### src/rtl/iss_regs.svh
// Offsets, field positions and reset values of the irq0 source status block
`ifndef ISS_REGS_SVH
`define ISS_REGS_SVH
// ==========================================================
// Register byte offsets
`define ISS_OFF_STATUS 8'h00
`define ISS_OFF_CLEAR 8'h04
`define ISS_OFF_MASK 8'h08
`define ISS_OFF_BULK 8'h0c
`define ISS_OFF_AUTO 8'h10
// ==========================================================
// Field positions in irq0_event_sources
`define ISS_BIT_USB 7
`define ISS_BIT_SETUP 6
`define ISS_BIT_RSVD 5
`define ISS_BIT_DRIVE 4
`define ISS_BIT_BOUT 3
`define ISS_BIT_AOUT 2
`define ISS_BIT_BIN 1
`define ISS_BIT_AIN 0
// Field positions in control registers
`define ISS_BIT_HALF 0
`define ISS_BIT_AUTO 0
// ==========================================================
// Reset values
`define ISS_STAT_RST 8'h0c
`define ISS_MASK_RST 8'hff
`define ISS_HALF_RST 1'b0
`define ISS_AUTO_RST 1'b0
`endif

### src/rtl/iss_pkg.sv
// Types shared by the irq0 source status block
package iss_pkg;
	typedef enum logic [0:0] {
		ISS_SETUP_IDLE = 1'b0,
		ISS_SETUP_DIP = 1'b1
	} iss_setup_state_t;
	typedef logic [7:0] iss_byte_t;
endpackage

### src/rtl/iss_sync.sv
// Three-stage synchroniser with agreement filter for an outside level
`timescale 1ns/10ps
module iss_sync (
	input wire logic clk,
	input wire logic reset,
	input wire logic pin,
	output logic level
);
	import iss_pkg::*;
	logic s1_q, s2_q, s3_q, level_q;
	logic agree;
	// First stage is seen only by the second
	assign agree = (s2_q == s3_q);
	assign level = level_q;
	always_ff @(posedge clk) begin
		if (reset) begin
			s1_q <= 1'b0;
			s2_q <= 1'b0;
			s3_q <= 1'b0;
			level_q <= 1'b0;
		end else begin
			s1_q <= pin;
			s2_q <= s1_q;
			s3_q <= s2_q;
			if (agree) begin
				level_q <= s3_q;
			end
		end
	end
endmodule

### src/rtl/iss_apb.sv
// APB slave address decode and handshake for the irq0 source status block
`timescale 1ns/10ps
`include "iss_regs.svh"
module iss_apb (
	input wire logic psel,
	input wire logic penable,
	input wire logic pwrite,
	input wire logic [7:0] paddr,
	output logic pready,
	output logic pslverr,
	output logic wr_stb,
	output logic rd_cap,
	output logic [4:0] hit
);
	import iss_pkg::*;
	logic mapped;
	logic access;
	assign hit[0] = (paddr == `ISS_OFF_STATUS);
	assign hit[1] = (paddr == `ISS_OFF_CLEAR);
	assign hit[2] = (paddr == `ISS_OFF_MASK);
	assign hit[3] = (paddr == `ISS_OFF_BULK);
	assign hit[4] = (paddr == `ISS_OFF_AUTO);
	assign mapped = |hit;
	assign access = psel & penable;
	// Zero wait states; read data is caught in the setup cycle
	assign pready = 1'b1;
	assign pslverr = access & ~mapped;
	assign wr_stb = access & pwrite & mapped;
	assign rd_cap = psel & ~penable & ~pwrite;
endmodule

### src/rtl/iss_top.sv
// Interrupt-0 source status register, mask and core interrupt request
//
// Our own choices: the APB slave port and the register offsets.
`timescale 1ns/10ps
`include "iss_regs.svh"
// How it works
// - Bit 7 is read-only and mirrors the USB bus event summary input, unaffected by writes.
// - A SETUP packet sets bit 6 and never raises the endpoint-0 receive flag.
// - A SETUP arriving while bit 6 is set drops bit 6 for one cycle, then sets it again.
// - Bit 6 clears on a written one, and while set the endpoint-0 buffer refuses data.
// - Once bit 6 is clear and the duplicate dip is over, each endpoint-0 data packet arriving without a SETUP pulses the receive flag set output.
// - Bit 5 always reads zero and ignores writes.
// - A rising drive interrupt pin, after synchronising, sets bit 4.
// - Buffer B output done sets bit 3; writing one to the read half select clears it.
// - Buffer A output done sets bit 2; writing zero to the read half select clears it.
// - Buffer B input done sets bit 1.
// - Buffer A input done sets bit 0.
// - In auto transfer mode the transfer engine may clear bits 1 and 0 itself.
// - Writing one to a bit other than 7 returns it to its reset value; zero leaves it.
// - The core interrupt is high while any status bit is set with its mask bit clear.
// - Mask bits only gate the interrupt; status bits still set.
module iss_top (
	input wire logic clk,
	input wire logic reset,
	input wire logic psel,
	input wire logic penable,
	input wire logic pwrite,
	input wire logic [7:0] paddr,
	input wire logic [31:0] pwdata,
	output logic [31:0] prdata,
	output logic pready,
	output logic pslverr,
	input wire logic usb_event_summary,
	input wire logic setup_rcvd,
	input wire logic ep0_data_rcvd,
	output logic ep0_accept,
	output logic ctrl_ep_rx_done_set,
	input wire logic drive_irq_pin,
	input wire logic buf_b_out_done,
	input wire logic buf_a_out_done,
	input wire logic buf_b_in_done,
	input wire logic buf_a_in_done,
	input wire logic auto_clr_b_in,
	input wire logic auto_clr_a_in,
	output logic auto_xfer_active,
	output logic read_half_select,
	output iss_pkg::iss_byte_t irq0_event_sources,
	output logic core_irq0_input
);
	import iss_pkg::*;

	// ==========================================================
	// Bus decode
	logic wr_stb, rd_cap;
	logic [4:0] hit;
	iss_apb u_apb (
		.psel(psel),
		.penable(penable),
		.pwrite(pwrite),
		.paddr(paddr),
		.pready(pready),
		.pslverr(pslverr),
		.wr_stb(wr_stb),
		.rd_cap(rd_cap),
		.hit(hit)
	);

	logic wr_clr, wr_mask, wr_bulk, wr_auto;
	iss_byte_t w1;
	assign wr_clr = wr_stb & hit[1];
	assign wr_mask = wr_stb & hit[2];
	assign wr_bulk = wr_stb & hit[3];
	assign wr_auto = wr_stb & hit[4];
	// Write-one requests return a bit to its reset value
	assign w1 = wr_clr ? pwdata[7:0] : 8'h00;

	// ==========================================================
	// Drive interrupt pin
	logic drive_lvl, drive_lvl_q, drive_rise;
	iss_sync u_sync (
		.clk(clk),
		.reset(reset),
		.pin(drive_irq_pin),
		.level(drive_lvl)
	);
	// Edge, so a held pin does not refill the flag after clear
	assign drive_rise = drive_lvl & ~drive_lvl_q;

	// ==========================================================
	// Control registers
	iss_byte_t mask_q, mask_d;
	logic half_q, half_d, auto_q, auto_d;
	assign mask_d = wr_mask ? pwdata[7:0] : mask_q;
	assign half_d = wr_bulk ? pwdata[`ISS_BIT_HALF] : half_q;
	assign auto_d = wr_auto ? pwdata[`ISS_BIT_AUTO] : auto_q;
	assign read_half_select = half_q;
	assign auto_xfer_active = auto_q;

	// ==========================================================
	// Sticky flags
	localparam iss_byte_t POR = `ISS_STAT_RST;

	function automatic logic flag_nxt(
		input logic q,
		input logic set,
		input logic restore,
		input logic por,
		input logic zero
	);
		logic r;
		r = q;
		// Set beats any clear arriving in the same cycle
		if (set) begin
			r = 1'b1;
		end else if (restore) begin
			r = por;
		end else if (zero) begin
			r = 1'b0;
		end
		return r;
	endfunction

	iss_byte_t stat_q, stat_d;
	logic tog_one, tog_zero, auto_b, auto_a;
	assign tog_one = wr_bulk & pwdata[`ISS_BIT_HALF];
	assign tog_zero = wr_bulk & ~pwdata[`ISS_BIT_HALF];
	assign auto_b = auto_q & auto_clr_b_in;
	assign auto_a = auto_q & auto_clr_a_in;

	assign stat_d[`ISS_BIT_USB] = 1'b0;
	assign stat_d[`ISS_BIT_RSVD] = 1'b0;
	// Setup flag lives in setup_q, so this bit stays idle
	assign stat_d[`ISS_BIT_SETUP] = 1'b0;
	assign stat_d[`ISS_BIT_DRIVE] = flag_nxt(stat_q[`ISS_BIT_DRIVE], drive_rise,
		w1[`ISS_BIT_DRIVE], POR[`ISS_BIT_DRIVE], 1'b0);
	assign stat_d[`ISS_BIT_BOUT] = flag_nxt(stat_q[`ISS_BIT_BOUT], buf_b_out_done,
		w1[`ISS_BIT_BOUT], POR[`ISS_BIT_BOUT], tog_one);
	assign stat_d[`ISS_BIT_AOUT] = flag_nxt(stat_q[`ISS_BIT_AOUT], buf_a_out_done,
		w1[`ISS_BIT_AOUT], POR[`ISS_BIT_AOUT], tog_zero);
	assign stat_d[`ISS_BIT_BIN] = flag_nxt(stat_q[`ISS_BIT_BIN], buf_b_in_done,
		w1[`ISS_BIT_BIN], POR[`ISS_BIT_BIN], auto_b);
	assign stat_d[`ISS_BIT_AIN] = flag_nxt(stat_q[`ISS_BIT_AIN], buf_a_in_done,
		w1[`ISS_BIT_AIN], POR[`ISS_BIT_AIN], auto_a);

	// ==========================================================
	// SETUP flag with duplicate dip
	iss_setup_state_t st_q, st_d;
	logic setup_q, setup_d;
	always_comb begin
		st_d = st_q;
		setup_d = setup_q;
		case (st_q)
			ISS_SETUP_IDLE: begin
				if (setup_rcvd && setup_q) begin
					setup_d = 1'b0;
					st_d = ISS_SETUP_DIP;
				end else if (setup_rcvd) begin
					setup_d = 1'b1;
				end else if (w1[`ISS_BIT_SETUP]) begin
					setup_d = POR[`ISS_BIT_SETUP];
				end
			end
			ISS_SETUP_DIP: begin
				// Rise again whatever else happens this cycle
				setup_d = 1'b1;
				st_d = ISS_SETUP_IDLE;
			end
			default: begin
				setup_d = 1'b0;
				st_d = ISS_SETUP_IDLE;
			end
		endcase
	end

	// Buffer stays closed through the dip as well
	assign ep0_accept = ~setup_q & (st_q == ISS_SETUP_IDLE);
	logic rx_set_d;
	assign rx_set_d = ep0_data_rcvd & ep0_accept & ~setup_rcvd;

	// ==========================================================
	// Status view and interrupt
	iss_byte_t stat_view;
	assign stat_view = {usb_event_summary, setup_q, 1'b0, stat_q[4:0]};
	assign irq0_event_sources = stat_view;
	// Mask gates only the request, never the flag
	assign core_irq0_input = |(stat_view & ~mask_q);

	// ==========================================================
	// Read data
	iss_byte_t rd_byte;
	assign rd_byte = hit[0] ? stat_view :
		hit[2] ? mask_q :
		hit[3] ? {7'h00, half_q} :
		hit[4] ? {7'h00, auto_q} : 8'h00;

	// ==========================================================
	// Flip-flops
	always_ff @(posedge clk) begin
		if (reset) begin
			stat_q <= `ISS_STAT_RST;
			setup_q <= 1'b0;
			st_q <= ISS_SETUP_IDLE;
			mask_q <= `ISS_MASK_RST;
			half_q <= `ISS_HALF_RST;
			auto_q <= `ISS_AUTO_RST;
			drive_lvl_q <= 1'b0;
			ctrl_ep_rx_done_set <= 1'b0;
			prdata <= 32'h0000_0000;
		end else begin
			stat_q <= stat_d;
			setup_q <= setup_d;
			st_q <= st_d;
			mask_q <= mask_d;
			half_q <= half_d;
			auto_q <= auto_d;
			drive_lvl_q <= drive_lvl;
			ctrl_ep_rx_done_set <= rx_set_d;
			if (rd_cap) begin
				prdata <= {24'h00_0000, rd_byte};
			end
		end
	end
endmodule

### config.mk
export PLATFORM = sky130hd
export DESIGN_NAME = iss_top
export DESIGN_NICKNAME = d
export VERILOG_FILES = /design/src/rtl/iss_pkg.sv /design/src/rtl/iss_sync.sv /design/src/rtl/iss_apb.sv /design/src/rtl/iss_top.sv
export VERILOG_INCLUDE_DIRS = /design/src /design/src/rtl
export SDC_FILE = /design/constraint.sdc
export NUM_CORES = 1
export LEC_CHECK = 0
export ABC_AREA = 1
export BUFFER_PORTS_ARGS = -buffer_cell sky130_fd_sc_hd__buf_2
export CORE_ASPECT_RATIO = 0.6
export CORE_MARGIN = 4
export CORE_UTILIZATION = 39
export CTS_CLUSTER_SIZE = 28
export DETAILED_ROUTE_END_ITERATION = 6
export MAX_ROUTING_LAYER = met4
export PLACE_DENSITY = 0.8
export SYNTH_ARGS = -nofsm -noshare
export SYNTH_HDL_FRONTEND = slang
export SYNTH_SLANG_ARGS = --single-unit
### constraint.sdc
create_clock -name clk -period 1.2 [get_ports clk]
set_input_delay 0.12 -clock clk [delete_from_list [all_inputs] [get_ports clk]]
set_output_delay 0.12 -clock clk [all_outputs]
set_load 0.005 [all_outputs]
==> results.tsv, run 1 <==
metric	value	unit
Worst-Skew Late Latency	0.28	ns
io pins	102	
GP Congestion	0.8771	
min cycle time layout	1.221	ns
Power, Total	2.430	mW
gr usage total	0.1716	
DR vias	1652	
M2 GR Usage	0.2598	
Starting Density	0.4050	
Worst EP arrival	1.10	ns
Crit Path Class	reg -> out	
CP Launch Type	flip-flop	
share of cells above drive strength 1	0.3766	
initial antenna violation count	0	
Critical-path top delay cell	dfxtp_4	
pin count of the biggest net entering global routing	18	
max-cap violations	0	
WP data required	1.08	ns
1st-pass router iterations	4	
mux cell area share after synthesis	0	
failing checks	setup timing	
met3 Use GR	0.04981	
Clock Pin Slew Worst Setup and Hold Paths	0.07	ns
final WL	4486	um
TritonCTS Buffers	5	
Cell Area, Synth	0.001669	sq mm
CTS Sinks	31	
Die H	58.68	um
post-synthesis xor/xnor area fraction	0	
Setup TNS Final	-0.02095	ns
clock skew	0.003668	ns
hpwl dp	3564	um
placed cell areas	0.002061	sq mm
Leakage	1.183	nW
Netlist cell types	28	
CTS tree	built	
Post-Synth Adder-Cell Area	0	
status	complete, but fails checks	
post-synthesis register bit count	31	
Synth Area in Simple Gates	0.2429	
area growth from synthesis to layout	33.73	%
M1 GR Usage	0.2312	
DRC Markers	0	
Layout Nets	362	
Top Usage Layer GRT	met2	
fin worst setup slack	-0.02095	ns
WL/cell	12.19	um
htree depth	2	
final setup violation count	1	
largest fanout on the critical path	3	
CTS max path bufs	2	
DIE AREA	0.005425	sq mm
Core Rows	18	
post-synth top area share	0.3718	
Compound-Gate Fraction of Synth Area	0.1634	
cells after synthesis	228	
Synth area leaders	dfxtp_1, buf_4, inv_1	
PwrDens	1089	mW/mm^2
Max Slew Vio Count	0	
# diodes	0	
crit path capture type	primary output	
vias in the first global route	1553	
hold_buf cts	0	
Avg Cell Area, Syn	7.321	sq um
worst vdd ir	0.0005693	V
Crit path max-delay family	flip-flops	
period utilization	1.017	
YS warnings	0	
root buffer cell	clkbuf_8	
setup slack, reg-to-reg	0.25	ns
Core Area	0.004121	sq mm
WP buf/inv	1	
port bufs	51	
RSZ-0062 raised after global routing	yes	
Hold WC Path Type	in -> reg	
fin area	0.002232	sq mm
GRT Residual Overflow	0	
top cell type by total area after synthesis	dfxtp_1	
Detail Route Antenna Nets	0	
worst path cell trace	o22ai_2 -> nor2_1 -> o2111ai_1 -> buf_2	
worst hold slack	0.04372	ns
largest family of logic cells by synthesized area	simple AND/OR/NAND/NOR gates	
first-pass GRT wire length	7031	um
initial DRC count	90	
die width	92.46	um
# fillers	411	
sequential fraction of the synthesis area	0.3718	
vias per inst	4.489	
CP max stage delay	0.37	ns
max frequency	0.8190	GHz
final hold vios	0	
-- per-layer routing --
| layer | share of wire | wire, um |
|---|---|---|
| met5 | 0 | 0 |
| met4 | 0.0065 | 29 |
| met3 | 0.068 | 305 |
| met2 | 0.44 | 1967 |
| met1 | 0.49 | 2182 |
-- sequential cells by signal (all words and copies together) (netlist names) --
name and flops:
mask_q 8, read_half_select 1, stat_q 5, u_sync.s3_q 1, prdata 8, setup_q 1, ctrl_ep_rx_done_set 1, st_q 1
u_sync.level 1, u_sync.s1_q 1, auto_xfer_active 1, drive_lvl_q 1, u_sync.s2_q 1
-- kinds of logic after synthesis --
group           after synthesis
simple gates                 85
buf+inv                      66
compound gates               44
flops                        31
other cells                   2
-- worst register-to-register path, cell delays in order (launching register included) --
cell	delay [ns]
dfxtp_1	0.42
inv_1	0.06
nor2_1	0.09
nor2_1	0.05
nand3_1	0.10
nand2_1	0.06
a21oi_1	0.11
-- metrics by stage --
step,utilization,std cells,setup WS (ns)
finish,0.5416,368,-0.02095
CTS,0.5410,368,-0.02927
detailed placement,0.5000,355,-0.1439
floorplan,-,252,0.01906
global route,0.5416,368,-0.1023
global placement,0.5000,355,-0.1188
-- worst paths after layout --
path,from,to,cells past startpoint
worst min register to register,u_sync.s1_q,u_sync.s2_q,2
worst max register to register,auto_xfer_active,prdata[0],6
worst max-delay path,mask_q[1],core_irq0_input,4
worst min-delay path,drive_irq_pin,u_sync.s1_q,3
-- layout by cell type (no fill, tap or decap) --
master and count:
dfxtp_2 5, o22ai_1 2, bufinv_16 1, o211ai_2 4, nor3_1 3, o211ai_1 1, buf_12 2, nor3_2 3
nand4_1 4, a31oi_1 1, dfxtp_4 1, buf_2 51, nor2_2 2, nor4_1 1, nand2_2 3, dfxtp_1 25
nand2_1 32, o21ai_0 10, a21oi_1 23, inv_1 29, o2111ai_1 1, nand3_1 15, conb_1 26, clkinv_2 2
nor2_1 19, a21oi_4 1, buf_4 27, o22ai_2 1, nand3_2 2, clkbuf_8 6, nor2_4 1, inv_2 4
-- repair_timing --
item                       in CTS  in global routing
resized for setup               9                  2
pin swaps                       2                  1
setup endpoints to repair       1                  1
buffers inserted                5                  0
-- cells in the mapped netlist (all sizes together) --
cell,n
nand2,35
o21ai,10
dfxtp,31
nand3,17
nand4,4
inv,33
o2111ai,1
nor3,6
a31oi,1
buf,30
o211ai,5
nor4,1
clkinv,1
nor2,22
conb,2
a21oi,24
clkbuf,2
o22ai,3
-- layout make-up --
type / count / area, sq um / share of cell area
clock inverters: 2 / 35.03 / 0.01570
multi-input cells: 155 / 782.0 / 0.3503
clock buffers: 6 / 82.58 / 0.03700
flip-flops and latches: 31 / 630.6 / 0.2825
repair buffers: 80 / 498.0 / 0.2231
well taps: 60 / 75.07 / 0.03363
inverters: 34 / 128.9 / 0.05774
-- report_power, final --
part | switching (mW) | internal, mW
Sequential | 0.0132 | 1.05
Clock | 0.402 | 0.671
Combinational | 0.160 | 0.131
Total | 0.575 | 1.86
(Power assumes the default switching activity.)
==> run 2: changes to the inputs <==
PLACE_DENSITY = 0.77   (was 0.8)
clock period = 1.1 ns   (was 1.2 ns; I/O delays follow)
==> run 2 against run 1 <==
The run still ends with setup timing left. Final area rose by 3.0%. Clock skew rose by 0.0014 ns. Critical path depth rose by 1. Non-clock buffer count fell by 1. Critical path type unchanged. Critical endpoint unchanged. Largest cell class unchanged. Highest routed layer unchanged.
==> results.tsv, run 2 (same netlist as run 1, synthesis figures left out) <==
metric	value	unit	change
RSZ-0062 raised after global routing	yes		
fin worst setup slack	-0.1297	ns	-0.1088 ns
biggest regs	mask_q x8, prdata x8, stat_q x5		
post-placement cell count	354		-0.28%
Core Area	0.004121	sq mm	unchanged
max frequency	0.8132	GHz	
initial DRC count	64		-29%
die width	92.46	um	unchanged
Max Slew Vio Count	0		unchanged
period utilization	1.118		
clock skew	0.005067	ns	+0.001399 ns
initial antenna violation count	0		unchanged
CTS tree	built		
Hold WC Path Type	in -> reg		
Crit Path Class	reg -> out		
most frequent cells in the layout	buf_2, nand2_1, conb_1		
Core Rows	18		unchanged
root buffer cell	clkbuf_8		
Worst EP arrival	1.12	ns	+0.02 ns
max-cap violations	0		unchanged
largest fanout on the critical path	3		unchanged
final setup violation count	1		unchanged
Leakage	1.190	nW	+0.60%
pin count of the biggest net entering global routing	18		unchanged
Detail Route Antenna Nets	0		unchanged
htree depth	2		unchanged
status	complete, but fails checks		
HP Start	buf_a_out_done		
share of cells above drive strength 1	0.4281		+0.05148
GRT Residual Overflow	0		unchanged
1st-pass router iterations	4		unchanged
DIE AREA	0.005425	sq mm	unchanged
# fillers	396		-3.6%
placed cell areas	0.002118	sq mm	+2.8%
PwrDens	1048	mW/mm^2	-3.8%
met1 WL	2004	um	-8.2%
top sig layer	met4		
Die H	58.68	um	unchanged
WL/cell	11.93	um	-2.1%
first-pass GRT wire length	7058	um	+0.38%
worst vdd ir	0.0004494	V	-21%
io pins	102		unchanged
gr usage total	0.1744		+0.002806
crit path capture type	primary output		
vias per inst	4.530		+0.91%
final WL	4368	um	-2.6%
hpwl dp	3494	um	-2.0%
vias in the first global route	1539		-0.90%
DR WL met2	1880	um	-4.4%
DR vias	1658		+0.36%
area growth from synthesis to layout	37.71	%	
Critical Path Start	stat_q[0]		
Reg-to-Reg Start	stat_q[0]		
Setup TNS Final	-0.1297	ns	-0.1088 ns
final hold vios	0		unchanged
Layout Nets	361		-0.28%
TritonCTS Buffers	5		unchanged
fin area	0.002298	sq mm	+3.0%
CTS max path bufs	2		unchanged
GP Congestion	0.8351		-4.8%
Post-Layout Cell Count	366		-0.54%
Clock Pin Slew Worst Setup and Hold Paths	0.06	ns	about the same
Starting Density	0.4050		unchanged
metal3 WL	420	um	+38%
failing checks	setup timing		
DRC Markers	0		unchanged
most common cell after layout, fill and taps aside	buf_2		
port bufs	51		unchanged
min cycle time layout	1.230	ns	
CTS Sinks	31		unchanged
Finished Core Util	0.5577		+0.01609
Worst-Skew Late Latency	0.29	ns	about the same
WP data required	0.99	ns	-0.09 ns
worst hold slack	0.02393	ns	-0.01979 ns
# diodes	0		unchanged
CP Launch Type	flip-flop		
run 2: timing repair:
item / 4_1_cts / 5_1_grt
endpoints found under the setup margin: 3 / 10
pin swaps: 2 / 2
resized for setup: 10 / 13
hold buffers: 0 / 0
buffers inserted: 2 / 3
run 2: metal layers:
metal  vias to the layer above  track usage
li1                        835            -
met1                       756       0.2247
met2                        58       0.2526
met3                         9      0.06386
met4                         0      0.06131
met5                         -            -
run 2: final cells by class:
type | count | area, sq um | area share
multi-input cells | 155 | 834.6 | 0.3631
flip-flops and latches | 31 | 631.9 | 0.2749
repair buffers | 79 | 500.5 | 0.2177
inverters | 34 | 168.9 | 0.07349
clock buffers | 6 | 82.58 | 0.03593
well taps | 60 | 75.07 | 0.03266
clock inverters | 1 | 5.005 | 0.002177
run 2: worst max-delay path, stage by stage, from the launching register on:
cell	delay (ns)
dfxtp_2	0.33
inv_2	0.07
o22ai_2	0.07
nor2_1	0.12
o2111ai_2	0.11
buf_2	0.14
run 2: final timing paths:
check	end	slack, ns	cells past startpoint
worst max-delay path	core_irq0_input	-0.13	5
worst min-delay path	stat_q[2]	0.02	3
worst min register to register	u_sync.s2_q	0.41	2
worst max register to register	stat_q[0]	0.20	5
run 2: metrics by stage:
stage               power [mW]  setup WS [ns]
finish                   2.409        -0.1297
global route             2.527        -0.2167
CTS                      2.413        -0.1270
detailed placement       1.513        -0.2693
global placement         1.508        -0.2099
floorplan                1.403       -0.01613
run 2: power breakdown:
part	total (mW)	leakage, nW	internal, mW	switching (mW)
clock	0.893	0.0470	0.489	0.403
combinational	0.348	0.892	0.156	0.193
sequential	1.17	0.250	1.15	0.0159
==> run 3: changes to the inputs <==
CORE_UTILIZATION = 46   (was 39)
PLACE_DENSITY = 0.85   (was 0.77)
clock period = 1.5 ns   (was 1.1 ns; I/O delays follow)
==> run 3 against run 2 <==
The flow now finishes without violations. Largest power group unchanged. Setup slack better by 0.34 ns. Global-route usage increased by 1.3 points. Largest cell class unchanged. Cell count is 8.2% lower. Critical endpoint unchanged. Combinational power fell by 43%. Non-clock buffer count decreased by 16. Critical path type unchanged. Clock skew is essentially flat. Core utilization is 5.0 points higher.
==> results.tsv, run 3 (same netlist as run 1, synthesis figures left out) <==
metric	value	unit	change
Max Slew Vio Count	0		unchanged
worst slew pin tran	0.5672	ns	
DRC Markers	0		unchanged
Reg-to-Reg End	prdata[0]		
pre-CTS WS	0.01843	ns	+0.2877 ns
Setup TNS Final	0	ns	+0.1297 ns
M1 GR Usage	0.2538		+0.02907
Detail Route Antenna Nets	0		unchanged
min cycle time layout	1.289	ns	
TritonCTS Buffers	5		unchanged
hold_buf cts	0		unchanged
root buffer cell	clkbuf_8		
final hold vios	0		unchanged
first-pass GRT wire length	6437	um	-8.8%
worst path cell trace	inv_1 -> o22ai_1 -> nor2_1 -> o2111ai_1 -> buf_2		
status	completed		
met3 Use GR	0.05564		-0.008218
1st-pass router iterations	4		unchanged
WP depth	5		unchanged
clock network fraction of total power	0.447		+0.076
Sw Share	0.2351		-0.01874
Worst Hold Endpoint	stat_q[2]		
Reg-to-Reg Start	auto_xfer_active		
PwrDens	932.8	mW/mm^2	-11%
sequential share of power	0.449		-0.036
setup slack, reg-to-reg	0.53	ns	+0.33 ns
# fillers	320		-19%
initial DRC count	80		+25%
htree depth	2		unchanged
initial antenna violation count	0		unchanged
port bufs	51		unchanged
share of cells above drive strength 1	0.3058		-0.1223
M2 GR Usage	0.2732		+0.02062
Crit Path Class	reg -> out		
WL/cell	12.61	um	+5.7%
most frequent cells in the layout	buf_2, inv_1, nand2_1		
biggest regs	mask_q x8, prdata x8, stat_q x5		
Setup Fix Bufs, Post-CTS	0		-2
final WL	4238	um	-3.0%
period utilization	0.8590		
WP buf/inv	2		unchanged
max frequency	0.7761	GHz	
max-cap violations	0		unchanged
# diodes	0		unchanged
HP Start	buf_a_out_done		
Core Rows	16		-2
Worst EP arrival	1.14	ns	+0.02 ns
pin count of the biggest net entering global routing	18		unchanged
CTS Sinks	31		unchanged
Starting Density	0.4963		+0.09130
Slew HR	0.6215		
gr usage total	0.1870		+0.01257
Core Area	0.003363	sq mm	-18%
Comb power frac	0.104		-0.041
Hold WC Path Type	in -> reg		
Crit path max-delay family	flip-flops		
Critical Path Start	stat_q[1]		
final setup violation count	0		-1
DIE AREA	0.004688	sq mm	-14%
CP max stage delay	0.35	ns	+0.02 ns
WP data required	1.35	ns	+0.36 ns
crit path capture type	primary output		
Post-CTS Resized	0		-10
GRT Residual Overflow	0		unchanged
area growth from synthesis to layout	22.49	%	
Min-Delay Path Depth	3		unchanged
CTS tree	built		
RSZ-0062 raised after global routing	no		
Critical-path top delay cell	dfxtp_1		
worst hold slack	0.06235	ns	+0.03841 ns
most common cell after layout, fill and taps aside	buf_2		
GP Congestion	0.9143		+9.5%
DR vias	1606		-3.1%
reg2reg path depth	6		+1
CTS max path bufs	2		unchanged
Clock Pin Slew Worst Setup and Hold Paths	0.07	ns	about the same
CP Launch Type	flip-flop		
Leakage	1.093	nW	-8.1%
Worst-Skew Late Latency	0.28	ns	about the same
die width	85.77	um	-7.2%
Die H	54.66	um	-6.8%
Power Internal	1.459	mW	-19%
fin worst setup slack	0.2115	ns	+0.3412 ns
Layout Nets	345		-4.4%
Top Usage Layer GRT	met2		
io pins	102		unchanged
vias in the first global route	1391		-9.6%
worst vdd ir	0.0004889	V	+8.8%
clock skew	0.005486	ns	+0.0004193 ns
vias per inst	4.780		+5.5%
P_sw	0.4484	mW	-27%
hpwl dp	3364	um	-3.7%
largest fanout on the critical path	3		unchanged
-- run 3: changes by cell type in the layout (fill, tap and decap cells not counted), sizes merged --
cell | previous run | this run
buf | 79 | 63
bufinv | 0 | 1
-- run 3: worst max path at each step --
stage	endpoint
final	core_irq0_input
after global placement	mask_q[4]
after floorplan	mask_q[3]
after detailed placement	mask_q[0]
after CTS	core_irq0_input
after global routing	core_irq0_input
-- run 3: worst reg2reg max path, stage by stage (launching register included) --
cell	delay, ns
dfxtp_1	0.43
inv_1	0.06
nor2_1	0.10
nor2_1	0.04
nand3_1	0.11
nand2_1	0.05
a21oi_1	0.11
-- run 3: layer usage --
metal	vias to the layer above	share of wire
li1	805	-
met4	0	0.0019
met1	718	0.47
met5	-	0
met3	2	0.10
met2	81	0.43
-- run 3: power by group through the flow --
stage | clock network (mW) | registers (mW) | logic, mW
after floorplan | 0 | 0.874 | 0.144
after global placement | 0 | 0.874 | 0.189
after detailed placement | 0 | 0.874 | 0.194
after CTS | 0.862 | 0.856 | 0.195
after global routing | 0.896 | 0.858 | 0.224
final | 0.853 | 0.856 | 0.198
-- run 3: layout make-up --
| type | instances | area [sq um] | area share |
|---|---|---|---|
| Timing Repair Buffer | 63 | 345.3 | 0.1689 |
| Inverter | 34 | 128.9 | 0.06304 |
| Tap cell | 45 | 56.30 | 0.02754 |
| Sequential cell | 31 | 620.6 | 0.3035 |
| Multi-Input combinational cell | 155 | 775.7 | 0.3794 |
| Clock buffer | 6 | 82.58 | 0.04039 |
| Clock inverter | 2 | 35.03 | 0.01714 |
-- run 3: per-stage QoR --
step / instances / area [sq um] / util / total power, mW
2_1_floorplan: 252 / 1759 / - / 1.018
3_3_place_gp: 328 / 1927 / 0.5729 / 1.063
3_5_place_dp: 328 / 1927 / 0.5729 / 1.068
4_1_cts: 336 / 2044 / 0.6079 / 1.914
5_1_grt: 336 / 2044 / 0.6079 / 1.978
6_report: 336 / 2044 / 0.6079 / 1.907
